===== config.mk =====
export PLATFORM = sky130hd
export DESIGN_NAME = uart_regs_top
export DESIGN_NICKNAME = d
export VERILOG_FILES = /design/src/core/uart_regs_pkg.sv /design/src/core/uart_baud_tick.sv /design/src/core/uart_regs_top.sv
export VERILOG_INCLUDE_DIRS = /design/src /design/src/core
export SDC_FILE = /design/constraint.sdc
export NUM_CORES = 1
export LEC_CHECK = 0
export BUFFER_PORTS_ARGS = -buffer_cell sky130_fd_sc_hd__buf_2
export CORE_MARGIN = 2
export CORE_UTILIZATION = 45
export CTS_CLUSTER_SIZE = 25
export DETAILED_ROUTE_END_ITERATION = 8
export PLACE_DENSITY = 0.75
export SYNTH_ARGS = -nofsm -noshare
export SYNTH_HDL_FRONTEND = slang
export SYNTH_SLANG_ARGS = --single-unit

===== constraint.sdc =====
create_clock -name I_CLK_SYS -period 7.2 [get_ports I_CLK_SYS]
set_input_delay 1.44 -clock I_CLK_SYS [delete_from_list [all_inputs] [get_ports I_CLK_SYS]]
set_output_delay 1.44 -clock I_CLK_SYS [all_outputs]
set_load 0.05 [all_outputs]

===== src/core/uart_regs_cfg.svh =====
`ifndef UART_REGS_CFG_SVH
`define UART_REGS_CFG_SVH
// ==========================================
// Register byte offsets
`define OFF_CLK 8'h00
`define OFF_MOD 8'h04
`define OFF_BR 8'h08
`define OFF_CTL 8'h0c
`define OFF_TXD 8'h10
`define OFF_RXD 8'h14
`define OFF_INTF 8'h18
`define OFF_INTE 8'h1c
// ==========================================
// Field positions and write masks
`define CLK_DEBUG_CLOCK_RUN 8
`define CLK_DIV 5:4
`define CLK_SRC 1:0
`define CLK_WMASK 16'h0133
`define SRC_INTERNAL 2'h0
`define SRC_HIGH_SPEED 2'h2
`define MOD_SAMPLING_DIVIDER_SEL 10
`define MOD_RECEIVE_INVERT 9
`define MOD_TRANSMIT_INVERT 8
`define MOD_INPUT_PULLUP_ENABLE 6
`define MOD_OUTPUT_DRIVE_MODE 5
`define MOD_INFRARED_MODE 4
`define MOD_DATA_LENGTH_SEL 3
`define MOD_PARITY_ENABLE 2
`define MOD_PARITY_TYPE 1
`define MOD_STOP_LENGTH_SEL 0
`define MOD_WMASK 16'h077f
`define BR_WMASK 16'h0fff
`define BR_FINE 11:8
`define BR_DIV 7:0
`define CTL_SRST 1
`define CTL_MODULE_ENABLE 0
`define FLG_TEND 6
`define FLG_FE 5
`define FLG_PE 4
`define FLG_OVR 3
// ==========================================
// Reset values and sample counts
`define TBE_RST 1'b1
`define SMP_LAST_16 4'hf
`define SMP_LAST_4 4'h3
`define IR_LOW_SMP 4'h3
`define IR_STRETCH 4'hf
`endif


===== src/core/uart_regs_pkg.sv =====
package uart_regs_pkg;
  // ==========================================
  // Sequencer states
  typedef enum logic [2:0] {TX_IDLE, TX_START, TX_DATA, TX_PAR, TX_STOP} tx_state_t;
  typedef enum logic [2:0] {RX_IDLE, RX_START, RX_DATA, RX_PAR, RX_STOP} rx_state_t;
endpackage


===== src/core/uart_baud_tick.sv =====
`timescale 1ns/10ps
module uart_baud_tick (
  input wire logic i_clk,
  input wire logic i_rst,
  input wire logic i_op_tick,
  input wire logic i_restart,
  input wire logic [7:0] i_divisor,
  input wire logic [3:0] i_fine,
  input wire logic [3:0] i_last_phase,
  output logic o_samp_tick
);
  typedef struct packed {
    logic [8:0] cnt;
    logic [3:0] phase;
    logic tick;
  } bst_t;

  bst_t s;
  bst_t n;
  logic [8:0] target;

  // ==========================================
  // Sample period: divisor+1 op clocks, one more on the first fine phases of a bit
  always_comb begin
    n = s;
    n.tick = 1'b0;
    target = {1'b0, i_divisor} + ((s.phase < i_fine) ? 9'h001 : 9'h000);
    if (i_restart) begin
      n.cnt = 9'h000;
      n.phase = 4'h0;
    end else if (i_op_tick) begin
      if (s.cnt >= target) begin
        n.cnt = 9'h000;
        n.tick = 1'b1;
        n.phase = (s.phase >= i_last_phase) ? 4'h0 : s.phase + 4'h1;
      end else begin
        n.cnt = s.cnt + 9'h001;
      end
    end
  end

  always_ff @(posedge i_clk or posedge i_rst) begin
    if (i_rst) begin
      s <= '0;
    end else begin
      s <= n;
    end
  end

  assign o_samp_tick = s.tick;
endmodule


===== src/core/uart_regs_top.sv =====
`timescale 1ns/10ps
`include "uart_regs_cfg.svh"
module uart_regs_top #(
  parameter logic [3:0] SRC_PRESENT = 4'hf
) (
  input wire logic I_CLK_SYS,
  input wire logic I_RST,
  input wire logic I_PSEL,
  input wire logic I_PENABLE,
  input wire logic I_PWRITE,
  input wire logic [7:0] I_PADDR,
  input wire logic [31:0] I_PWDATA,
  output logic O_PREADY,
  output logic [31:0] O_PRDATA,
  output logic O_PSLVERR,
  input wire logic [3:0] I_SRC_TICK,
  input wire logic I_DEBUG_MODE,
  input wire logic I_SIN,
  output logic O_SOUT,
  output logic O_SOUT_OE,
  output logic O_SIN_PULLUP,
  output logic O_IRQ
);
  typedef struct packed {
    logic [15:0] clk_r;
    logic [15:0] mod_r;
    logic [15:0] br_r;
    logic module_enable;
    logic srst;
    logic [6:0] inte;
    logic [7:0] txbuf;
    logic tbe;
    logic tend;
    logic fe;
    logic pe;
    logic ovr;
    logic [1:0] cnt;
    logic [7:0] fifo0;
    logic [7:0] fifo1;
    logic [1:0] fe_q;
    logic [1:0] pe_q;
    logic [2:0] div_cnt;
    logic op_tick;
    uart_regs_pkg::tx_state_t txs;
    logic [7:0] tx_sh;
    logic [2:0] tx_bit;
    logic [3:0] tx_smp;
    logic tx_par;
    logic tx_line;
    uart_regs_pkg::rx_state_t rxs;
    logic [7:0] rx_sh;
    logic [2:0] rx_bit;
    logic [3:0] rx_smp;
    logic rx_par;
    logic [3:0] ir_cnt;
    logic pready;
    logic [31:0] prdata;
    logic pslverr;
    logic pop_ok;
    logic irq;
    logic sout;
    logic sout_oe;
  } st_t;

  st_t s;
  st_t n;
  logic tx_tk, rx_tk, wr, rd, pop, push, tx_end, hit, run, rin, rx_line, line_out;
  logic fe_in, pe_in, fe_set, pe_set, ovr_set, transmit_busy, receive_busy;
  logic [6:0] clr;
  logic [6:0] flags;
  logic [15:0] rv;
  logic [7:0] rx_byte;
  logic [3:0] last;
  logic [2:0] len_last;
  logic [1:0] dsel;

  function automatic logic [3:0] last_smp(input logic quarter);
    return quarter ? `SMP_LAST_4 : `SMP_LAST_16;
  endfunction

  function automatic logic [2:0] div_last(input logic [1:0] code);
    case (code)
      2'h0: return 3'h0;
      2'h1: return 3'h1;
      2'h2: return 3'h3;
      default: return 3'h7;
    endcase
  endfunction

  function automatic logic par_of(input logic [7:0] d, input logic len8, input logic odd);
    return (^(len8 ? d : {1'b0, d[6:0]})) ^ odd;
  endfunction

  // ==========================================
  // Baud generators, one per direction, each realigned while its side idles
  uart_baud_tick u_tx_baud (
    .i_clk(I_CLK_SYS),
    .i_rst(I_RST),
    .i_op_tick(s.op_tick),
    .i_restart(s.txs == uart_regs_pkg::TX_IDLE),
    .i_divisor(s.br_r[`BR_DIV]),
    .i_fine(s.br_r[`BR_FINE]),
    .i_last_phase(last),
    .o_samp_tick(tx_tk)
  );
  uart_baud_tick u_rx_baud (
    .i_clk(I_CLK_SYS),
    .i_rst(I_RST),
    .i_op_tick(s.op_tick),
    .i_restart(s.rxs == uart_regs_pkg::RX_IDLE),
    .i_divisor(s.br_r[`BR_DIV]),
    .i_fine(s.br_r[`BR_FINE]),
    .i_last_phase(last),
    .o_samp_tick(rx_tk)
  );

  assign transmit_busy = s.txs != uart_regs_pkg::TX_IDLE;
  assign receive_busy = s.rxs != uart_regs_pkg::RX_IDLE;
  assign flags = {s.tend, s.fe, s.pe, s.ovr, s.cnt == 2'h2, s.cnt != 2'h0, s.tbe};
  assign last = last_smp(s.mod_r[`MOD_SAMPLING_DIVIDER_SEL]);
  assign len_last = s.mod_r[`MOD_DATA_LENGTH_SEL] ? 3'h7 : 3'h6;

  always_comb begin
    n = s;
    n.op_tick = 1'b0;
    fe_set = 1'b0;
    pe_set = 1'b0;
    ovr_set = 1'b0;
    push = 1'b0;
    fe_in = 1'b0;
    pe_in = 1'b0;
    tx_end = 1'b0;
    // ==========================================
    // APB: read data is latched in setup, so access always completes with no wait
    hit = 1'b1;
    case (I_PADDR)
      `OFF_CLK: rv = s.clk_r;
      `OFF_MOD: rv = s.mod_r;
      `OFF_BR: rv = s.br_r;
      `OFF_CTL: rv = {14'h0000, s.srst, s.module_enable};
      `OFF_TXD: rv = {8'h00, s.txbuf};
      `OFF_RXD: rv = {8'h00, s.fifo0};
      `OFF_INTF: rv = {6'h00, receive_busy, transmit_busy, 1'b0, flags};
      `OFF_INTE: rv = {9'h000, s.inte};
      default: begin
        rv = 16'h0000;
        hit = 1'b0;
      end
    endcase
    n.pready = I_PSEL & ~I_PENABLE;
    if (I_PSEL & ~I_PENABLE) begin
      n.prdata = {16'h0000, rv};
      n.pslverr = ~hit;
      // Pop only what was actually returned; a byte arriving after setup stays put
      n.pop_ok = (I_PADDR == `OFF_RXD) & ~I_PWRITE & (s.cnt != 2'h0);
    end
    wr = I_PSEL & I_PENABLE & s.pready & I_PWRITE;
    rd = I_PSEL & I_PENABLE & s.pready & ~I_PWRITE;
    pop = rd & (I_PADDR == `OFF_RXD) & s.pop_ok;
    clr = (wr && I_PADDR == `OFF_INTF) ? I_PWDATA[6:0] : 7'h00;
    if (wr) begin
      case (I_PADDR)
        `OFF_CLK: begin
          n.clk_r = I_PWDATA[15:0] & `CLK_WMASK;
          if (!SRC_PRESENT[I_PWDATA[1:0]]) begin
            n.clk_r[`CLK_SRC] = s.clk_r[`CLK_SRC];
          end
        end
        `OFF_MOD: n.mod_r = I_PWDATA[15:0] & `MOD_WMASK;
        `OFF_BR: n.br_r = I_PWDATA[15:0] & `BR_WMASK;
        `OFF_CTL: begin
          n.module_enable = I_PWDATA[`CTL_MODULE_ENABLE];
          if (I_PWDATA[`CTL_SRST]) begin
            n.srst = 1'b1;
          end
        end
        `OFF_TXD: begin
          n.txbuf = I_PWDATA[7:0];
          n.tbe = 1'b0;
        end
        `OFF_INTE: n.inte = I_PWDATA[6:0];
        default: ;
      endcase
    end
    // ==========================================
    // Operating clock: source select, divide, gate by enable and debug
    run = s.module_enable & (~I_DEBUG_MODE | s.clk_r[`CLK_DEBUG_CLOCK_RUN]);
    dsel = (s.clk_r[`CLK_SRC] == `SRC_INTERNAL || s.clk_r[`CLK_SRC] == `SRC_HIGH_SPEED) ?
        s.clk_r[`CLK_DIV] : 2'h0;
    if (run && I_SRC_TICK[s.clk_r[`CLK_SRC]]) begin
      if (s.div_cnt >= div_last(dsel)) begin
        n.div_cnt = 3'h0;
        n.op_tick = 1'b1;
      end else begin
        n.div_cnt = s.div_cnt + 3'h1;
      end
    end
    // ==========================================
    // Transmitter
    if (tx_tk && s.txs != uart_regs_pkg::TX_IDLE) begin
      if (s.tx_smp == last) begin
        n.tx_smp = 4'h0;
        case (s.txs)
          uart_regs_pkg::TX_START: begin
            n.txs = uart_regs_pkg::TX_DATA;
            n.tx_line = s.tx_sh[0];
          end
          uart_regs_pkg::TX_DATA: begin
            if (s.tx_bit == len_last) begin
              n.tx_bit = 3'h0;
              if (s.mod_r[`MOD_PARITY_ENABLE]) begin
                n.txs = uart_regs_pkg::TX_PAR;
                n.tx_line = s.tx_par;
              end else begin
                n.txs = uart_regs_pkg::TX_STOP;
                n.tx_line = 1'b1;
              end
            end else begin
              n.tx_bit = s.tx_bit + 3'h1;
              n.tx_sh = s.tx_sh >> 1;
              n.tx_line = s.tx_sh[1];
            end
          end
          uart_regs_pkg::TX_PAR: begin
            n.txs = uart_regs_pkg::TX_STOP;
            n.tx_line = 1'b1;
          end
          uart_regs_pkg::TX_STOP: begin
            if (s.mod_r[`MOD_STOP_LENGTH_SEL] && s.tx_bit == 3'h0) begin
              n.tx_bit = 3'h1;
            end else begin
              n.txs = uart_regs_pkg::TX_IDLE;
              tx_end = 1'b1;
            end
          end
          default: n.txs = uart_regs_pkg::TX_IDLE;
        endcase
      end else begin
        n.tx_smp = s.tx_smp + 4'h1;
      end
    end
    // Reload straight from the stop bit so busy does not dip between frames
    if ((!transmit_busy || tx_end) && !s.tbe && s.module_enable) begin
      n.tx_sh = s.txbuf;
      n.tx_par = par_of(s.txbuf, s.mod_r[`MOD_DATA_LENGTH_SEL], s.mod_r[`MOD_PARITY_TYPE]);
      n.tbe = 1'b1;
      n.txs = uart_regs_pkg::TX_START;
      n.tx_smp = 4'h0;
      n.tx_bit = 3'h0;
      n.tx_line = 1'b0;
    end
    n.tend = (s.tend & ~clr[`FLG_TEND]) | (tx_end & s.tbe);
    // ==========================================
    // Receiver front end: invert, then stretch short infrared lows
    rin = I_SIN ^ s.mod_r[`MOD_RECEIVE_INVERT];
    if (s.mod_r[`MOD_INFRARED_MODE]) begin
      if (!rin && s.ir_cnt == 4'h0) begin
        n.ir_cnt = `IR_STRETCH;
      end else if (rx_tk && s.ir_cnt != 4'h0) begin
        n.ir_cnt = s.ir_cnt - 4'h1;
      end
    end else begin
      n.ir_cnt = 4'h0;
    end
    rx_line = s.mod_r[`MOD_INFRARED_MODE] ? (rin & (s.ir_cnt == 4'h0)) : rin;
    rx_byte = s.mod_r[`MOD_DATA_LENGTH_SEL] ? s.rx_sh : {1'b0, s.rx_sh[7:1]};
    case (s.rxs)
      uart_regs_pkg::RX_IDLE: begin
        if (s.module_enable && !rx_line) begin
          n.rxs = uart_regs_pkg::RX_START;
          n.rx_smp = 4'h0;
        end
      end
      default: begin
        if (rx_tk) begin
          if ((s.rxs == uart_regs_pkg::RX_START && s.rx_smp == (last >> 1)) ||
              (s.rxs != uart_regs_pkg::RX_START && s.rx_smp == last)) begin
            n.rx_smp = 4'h0;
            case (s.rxs)
              uart_regs_pkg::RX_START: begin
                // A start bit gone high at mid-bit was noise
                if (rx_line) begin
                  n.rxs = uart_regs_pkg::RX_IDLE;
                end else begin
                  n.rxs = uart_regs_pkg::RX_DATA;
                  n.rx_bit = 3'h0;
                  n.rx_par = 1'b0;
                end
              end
              uart_regs_pkg::RX_DATA: begin
                n.rx_sh = {rx_line, s.rx_sh[7:1]};
                n.rx_par = s.rx_par ^ rx_line;
                if (s.rx_bit == len_last) begin
                  n.rxs = s.mod_r[`MOD_PARITY_ENABLE] ? uart_regs_pkg::RX_PAR : uart_regs_pkg::RX_STOP;
                end else begin
                  n.rx_bit = s.rx_bit + 3'h1;
                end
              end
              uart_regs_pkg::RX_PAR: begin
                n.rx_par = s.rx_par ^ rx_line;
                n.rxs = uart_regs_pkg::RX_STOP;
              end
              uart_regs_pkg::RX_STOP: begin
                push = 1'b1;
                fe_in = ~rx_line;
                pe_in = s.mod_r[`MOD_PARITY_ENABLE] & (s.rx_par ^ s.mod_r[`MOD_PARITY_TYPE]);
                n.rxs = uart_regs_pkg::RX_IDLE;
              end
              default: n.rxs = uart_regs_pkg::RX_IDLE;
            endcase
          end else begin
            n.rx_smp = s.rx_smp + 4'h1;
          end
        end
      end
    endcase
    // ==========================================
    // Receive FIFO; error flags rise when the bad byte reaches the head
    if (pop) begin
      n.fifo0 = s.fifo1;
      n.fe_q = {1'b0, s.fe_q[1]};
      n.pe_q = {1'b0, s.pe_q[1]};
      n.cnt = s.cnt - 2'h1;
      fe_set = (s.cnt == 2'h2) & s.fe_q[1];
      pe_set = (s.cnt == 2'h2) & s.pe_q[1];
    end
    if (push) begin
      if (n.cnt == 2'h2) begin
        ovr_set = 1'b1;
      end else if (n.cnt == 2'h0) begin
        n.fifo0 = rx_byte;
        n.fe_q[0] = fe_in;
        n.pe_q[0] = pe_in;
        fe_set = fe_set | fe_in;
        pe_set = pe_set | pe_in;
        n.cnt = 2'h1;
      end else begin
        n.fifo1 = rx_byte;
        n.fe_q[1] = fe_in;
        n.pe_q[1] = pe_in;
        n.cnt = 2'h2;
      end
    end
    n.fe = (s.fe & ~clr[`FLG_FE] & ~(pop & s.fe_q[0])) | fe_set;
    n.pe = (s.pe & ~clr[`FLG_PE] & ~(pop & s.pe_q[0])) | pe_set;
    n.ovr = (s.ovr & ~clr[`FLG_OVR]) | ovr_set;
    // ==========================================
    // Disable and soft reset; configuration and enables survive soft reset
    if (!s.module_enable) begin
      n.txs = uart_regs_pkg::TX_IDLE;
      n.rxs = uart_regs_pkg::RX_IDLE;
      n.tx_line = 1'b1;
      n.div_cnt = 3'h0;
    end
    if (s.srst) begin
      n.srst = 1'b0;
      n.txs = uart_regs_pkg::TX_IDLE;
      n.rxs = uart_regs_pkg::RX_IDLE;
      n.tx_line = 1'b1;
      n.ir_cnt = 4'h0;
      n.cnt = 2'h0;
      n.fe_q = 2'h0;
      n.pe_q = 2'h0;
      n.tbe = `TBE_RST;
      n.tend = 1'b0;
      n.fe = 1'b0;
      n.pe = 1'b0;
      n.ovr = 1'b0;
    end
    n.irq = |(flags & s.inte);
    // ==========================================
    // Line driver: infrared low lasts the first 3 samples of a bit (of 16, or of 4), then invert, then drive mode
    line_out = s.mod_r[`MOD_INFRARED_MODE] ? ~(~s.tx_line & (s.tx_smp < `IR_LOW_SMP)) : s.tx_line;
    n.sout = line_out ^ s.mod_r[`MOD_TRANSMIT_INVERT];
    n.sout_oe = s.mod_r[`MOD_OUTPUT_DRIVE_MODE] ? ~n.sout : 1'b1;
  end

  always_ff @(posedge I_CLK_SYS or posedge I_RST) begin
    if (I_RST) begin
      s <= '0;
      s.tbe <= `TBE_RST;
      s.tx_line <= 1'b1;
      s.sout <= 1'b1;
      s.sout_oe <= 1'b1;
    end else begin
      s <= n;
    end
  end

  assign O_PREADY = s.pready;
  assign O_PRDATA = s.prdata;
  assign O_PSLVERR = s.pslverr;
  assign O_SOUT = s.sout;
  assign O_SOUT_OE = s.sout_oe;
  assign O_SIN_PULLUP = s.mod_r[`MOD_INPUT_PULLUP_ENABLE];
  assign O_IRQ = s.irq;
endmodule


# --- Yosys cells after proc, flatten, opt, wreduce, memory -nomap -nowiden ---
# Cells that the tools add are included.
word_totals:
  ff_bits: 168
  latch_bits: 0
  ram_bits: 0
  rom_bits: 0
  in_bits: 51
  out_inout_bits: 38
  wordCells: 358
  n_memories: 0
op_classes:
  add_sub_neg: 13
  mul: 0
  div: 0
  magnitude_cmp: 10
  eq_ne: 42
  shifts: 0
  muxes: 123
  bitwise_logic: 54
  reduce_logical: 71
op_table:
  columns: ["op", "count"]
  rows:
  - ["case mux 12 bit (8 select lines)", 1]
  - ["two-way mux 4 bit", 16]
  - ["two-way mux 14 bit", 4]
  - ["two-way mux 1 bit", 51]
  - ["two-way mux 8 bit", 6]
  - ["two-way mux 3 bit", 15]
  - ["two-way mux 22 bit", 2]
  - ["two-way mux 9 bit", 4]
  - ["== test 8 x 5 -> 1 bit, second input constant", 4]
  - ["nonzero test 2 bit", 14]
  - ["two-way mux 13 bit", 2]
  - ["AND 1 bit", 24]
  - ["two-way mux 7 bit", 3]
  - ["two-way mux 20 bit", 1]
  - ["inequality test 4 x 2 -> 1 bit, second input constant", 5]
  - ["AND reduction 2 bit", 10]
  - ["AND reduction 4 bit", 5]
  - ["two-way mux 19 bit", 1]
  - ["adder 8 x 1 -> 9 bit", 2]
  - ["adder 9 x 1 -> 9 bit, second input constant", 2]
  - ["greater-or-equal comparator 9 bit", 2]
  - ["two-way mux 18 bit", 1]
  - ["case mux 3 bit (3 select lines)", 2]
  - ["two-way mux 17 bit", 1]
  - ["55 further kinds", 135]

# --- Longest topological paths before layout ---
depth:
  word_depth: 14
  mapped_depth: 17
  mapped_depth_nobuf: 16

# --- Hierarchy ---
# A second synthesis with hierarchy kept.
hier_totals:
  hier_cells: 995
  area_unflattened_um2: 10133.5
by_module_without_submodules:
  columns: ["mod", "instances", "cells_each", "area_each_um2", "seq_area_each_um2"]
  rows:
  - ["uart_regs_top", 1, 723, 7616.1, 3408.3]
  - ["uart_baud_tick", 2, 136, 1258.7, 350.3]

# --- Worst setup path after synthesis ---
# No wires, ideal clock.
synth_path:
  path_kind: "reg2reg"
  start: "register s[138] (netlist bit)"
  end: "register u_rx_baud.s[12] (netlist bit)"
  setup_ns: 0.082
  arrival_time_ns: 3.283
  required_time_ns: 7.118
  slack_ns: 3.835
  path_stages_with_launch: 18
  n_path_buf: 1
  synth_period_minus_slack_ns: 3.365
  path_cell_list: "dfrtp_1 -> inv_1 -> ha_1 -> a21o_1 -> a21o_1 -> a21oi_1 -> ha_1 -> ha_1 -> nand3_1 -> xor2_1 -> ha_1 -> and4_1 -> o21ai_0 -> o221ai_1 -> a311oi_2 -> buf_2 -> a41oi_1 -> a31oi_1"
synth_via:
  elab_chain_len: 7
synth_lines:
  columns: ["item", "line_no", "source"]
  rows:
  - ["start, declared", "uart_regs_top.sv:65", "st_t s;"]
  - ["start signal, assigned", "uart_regs_top.sv:386", "s <= n;"]
  - ["less-than comparator 4 bit", "uart_baud_tick.sv:27", "target = {1'b0, i_divisor} + ((s.phase < i_fine) ? 9'h001 : 9'h000);"]
  - ["two-way mux 1 bit", "uart_baud_tick.sv:27", null]
  - ["adder 8 x 1 -> 9 bit", "uart_baud_tick.sv:27", null]
  - ["greater-or-equal comparator 9 bit", "uart_baud_tick.sv:32", "if (s.cnt >= target) begin"]
  - ["two-way mux 9 bit", "uart_baud_tick.sv:32", null]
  - ["two-way mux 14 bit", "uart_baud_tick.sv:31", "end else if (i_op_tick) begin"]
  - ["two-way mux 13 bit", "uart_baud_tick.sv:28", "if (i_restart) begin"]
  - ["end signal, assigned", "uart_baud_tick.sv:46", "s <= n;"]
  - ["end, declared", "uart_baud_tick.sv:18", "bst_t s;"]
# No other way between the ends. The select of a mux whose other input is x is not followed.
# A chain may end at the register's enable or synchronous reset.

# --- Worst setup path in the final report ---
# Ends and elaborated chain as after synthesis.

==> impl_metrics.toml <==
[status]
status = "completed"

[drt]
totalWireLength_um = 23300
postRouteAntennaNets = 0
drc_errors = 0
first_iter_violations = 644
route.detailed.wl_per_inst_um = 18.2
dr.pass1.iters = 5
vias = 7535
via_per_inst = 5.88

[clock_network]
clock_sinks = 164
cts_inserted_buffers = 17
clock-root-buffer = "clkbuf_16"
cts_tree = "yes"
cts_max_level = 4
cts.reportedPaths.clkPinSlew_ns = 0.07
holdBufCountCts = 0
worstSkewPairLatency_ns = 0.45
cts_resized = 0
cts_setup_buffers = 0
clock_path_buffers = 2

[critical_path]
cp.arrival_ns = 4.35
r2r_slack_ns = 3.21
reg2reg_from = "s[138]"
criticalPathCategory = "flop to flop"
crit_required_ns = 7.56
critPathLaunchType = "flop"
cp_slowest_cell = "a311oi_2"
r2r-end = "u_rx_baud.s[12]"
crit_path_max_incr_delay_ns = 0.85
cp_common_cell = "ha_1"
path_cells = "inv_1 -> ha_1 -> a21o_1 -> a21o_1 -> a21oi_1 -> ha_1 -> ha_1 -> nand3_1 -> xor2_1 -> ha_1 -> and4_1 -> o21ai_0 -> o221ai_1 -> a311oi_2 -> a41oi_1 -> a31oi_1"
ff2ff_path_depth = 16
worstSetupEndpointType = "flop"
path_max_fanout = 14

[die]
die_width_um = 150
io_pins = 89
die-area_um2 = 22500
rows = 53
initial_core_util_pct = 45.8
coreArea_um2 = 21000
die_h_um = 150

[final_layout]
drive_gt1_share_pct = 17.3
antenna_cells = 0
layout.nets = 1093
area_growth_pct = 8.65
fin_cells = 1281
fin_util_pct = 49.8

[global_route]
grt_pass1_wl_um = 37500
grtUsageTotal_pct = 21.6
grt_max_degree = 98
antenna_found_initial = 0
grt_remaining_overflow = 0
grt_pass1_vias = 7103

[timing]
fmax_mhz = 251
hold_viol = 0
final_max_slew_viol_count = 0
min_period_ns = 3.99
rsz0062_at_grt = "false"
setup_tns_ns = 0
slew_headroom_pct = 30.4
setup_viol = 0
timing.final.crit_share_pct = 55.4
skew_ns = 0.0134
timing.hold.ws_ns = 0.472
worstMarginPinSlew_ns = 1.04

[worst_hold_path]
hold_path.class = "flop to flop"
worstHoldEndpoint = "O_PRDATA[11]"
hold_path_depth = 2
hold_start = "O_PRDATA[11]"

[logic_synthesis]
synth.area.top_cells = "dfrtp_1, mux2_2, ha_1, nand2_1, o21ai_0"
synth_top_area_cell = "dfrtp_1"
syn_area_um2 = 9600
netlist_instances = 976
seq_area_frac_synth_pct = 42.8
yosys_register_bits = 164
synth_edf_count = 0
async_reset_ff_share_pct = 100
postSynthAreaPerCell_um2 = 9.84
synth.distinct_cells = 79
synth_commonest_cells = "dfrtp_1, nand2_1, o21ai_0"
synth-main-ff-cell = "dfrtp_1"
synth.most_common_cell = "dfrtp_1"
yosys_warnings = 0
synth_top_area_share_pct = 41.7

[pwr]
leakage_nw = 4.73
ir_drop_mv = 0.173
power_mw = 1.93
cellPowerDensity_nw_per_um2 = 185

[placement]
hpwl_um = 16600
numPlacedInstances = 1249
place_congestion = 0.937
port-buffer-count = 48

[run]
cap_violations = 0
-- final cells by class --
class,instances,area [µm²]
multi-input combinational,732,5040
fill,1902,10500
sequential,164,4110
inverter,29,114
timing repair buffer,49,248
tap,275,344
clock buffer,17,425
clock inverter,15,153
-- report_power, final --
part / switching, mW / internal (mW)
sequential: 0.00658 / 0.926
clock: 0.434 / 0.464
combinational: 0.0821 / 0.0211
total: 0.523 / 1.41
-- metrics by stage --
step	worst slack, ns	cell area, µm²
after floorplan	1.33	9670
after global placement	3.13	9850
after detailed placement	3.13	9850
after CTS	3.18	10400
after global routing	2.83	10400
final	3.21	10400
-- critical path: cells and delay by family (launching register included) --
| family | cells | cell delay [ns] |
|---|---|---|
| XOR/XNOR | 1 | 0.18 |
| adder cells (fa/ha/maj) | 4 | 1.00 |
| buffers and inverters | 1 | 0.09 |
| flip-flops | 1 | 0.39 |
| AO/OA/AOI/OAI | 8 | 1.97 |
| AND/OR/NAND/NOR | 2 | 0.28 |
-- worst max-delay path by stage --
stage	startpoint	end	slack [ns]	cells after the start
finish	s[138]	u_rx_baud.s[12]	3.21	16
global route	s[138]	u_rx_baud.s[12]	2.83	15
CTS	s[138]	u_rx_baud.s[12]	3.18	15
detailed placement	I_PADDR[2]	s[98]	3.13	7
global placement	I_PADDR[2]	s[87]	3.13	7
floorplan	I_RST	O_IRQ	1.33	1
-- flip-flops by register name, summed over array words and instances (netlist names), 5 cells and up --
register and count:
O_PRDATA 12, flags 5, s 113, u_rx_baud.s 13, u_tx_baud.s 13
-- placed cells by master, fill, tap and decap left out, types with 4 or more instances in the layout --
| cell type | netlist | layout |
|---|---|---|
| nand3_1 | 29 | 29 |
| conb_1 | 1 | 20 |
| xor2_1 | 11 | 11 |
| a211oi_1 | 8 | 8 |
| o21a_1 | 4 | 4 |
| buf_2 | 11 | 48 |
| inv_1 | 28 | 27 |
| nor4_1 | 5 | 5 |
| dfstp_2 | 4 | 4 |
| nand2_1 | 117 | 117 |
| nor3_1 | 14 | 14 |
| a22o_1 | 7 | 7 |
| o21ai_1 | 4 | 4 |
| mux2_2 | 59 | 59 |
| dfrtp_1 | 160 | 160 |
| a221oi_1 | 4 | 4 |
| a21o_1 | 9 | 9 |
| a311oi_1 | 6 | 6 |
| ha_1 | 49 | 49 |
| mux4_2 | 4 | 4 |
| o211ai_1 | 5 | 5 |
| nor2_1 | 53 | 53 |
| nand2b_1 | 27 | 27 |
| clkbuf_16 | 0 | 17 |
| mux2i_1 | 24 | 24 |
| and3_1 | 15 | 15 |
| nor2b_1 | 10 | 10 |
| or3_1 | 7 | 7 |
| inv_8 | 0 | 6 |
| nand3b_1 | 5 | 5 |
| and2_1 | 10 | 10 |
| inv_6 | 0 | 6 |
| a22oi_1 | 6 | 6 |
| o31ai_1 | 4 | 4 |
| xnor2_1 | 20 | 20 |
| o21ai_0 | 60 | 60 |
| a21oi_1 | 49 | 49 |
| a31oi_1 | 19 | 19 |
| nand4_1 | 7 | 7 |
-- per-layer routing --
metal / GRT usage [%] / vias to the layer above / part of all wire [%]
li1: - / 3515 / -
met1: 29.3 / 3716 / 44
met2: 33.9 / 255 / 48
met3: 4.42 / 49 / 5.2
met4: 8.68 / 0 / 2.5
met5: 0 / - / 0
-- cell families after synthesis --
| group | after synthesis | synth area share, % |
|---|---|---|
| mux | 87 | 10.4 |
| xor+xnor | 31 | 2.83 |
| fa+ha+maj | 49 | 6.39 |
| flops | 164 | 42.8 |
| simple gates | 324 | 17.0 |
| compound gates | 221 | 15.2 |
| buf+inv | 99 | 5.46 |
| other cells | 1 | 0.0391 |
Note: power is estimated with default switching activity, not from simulation.
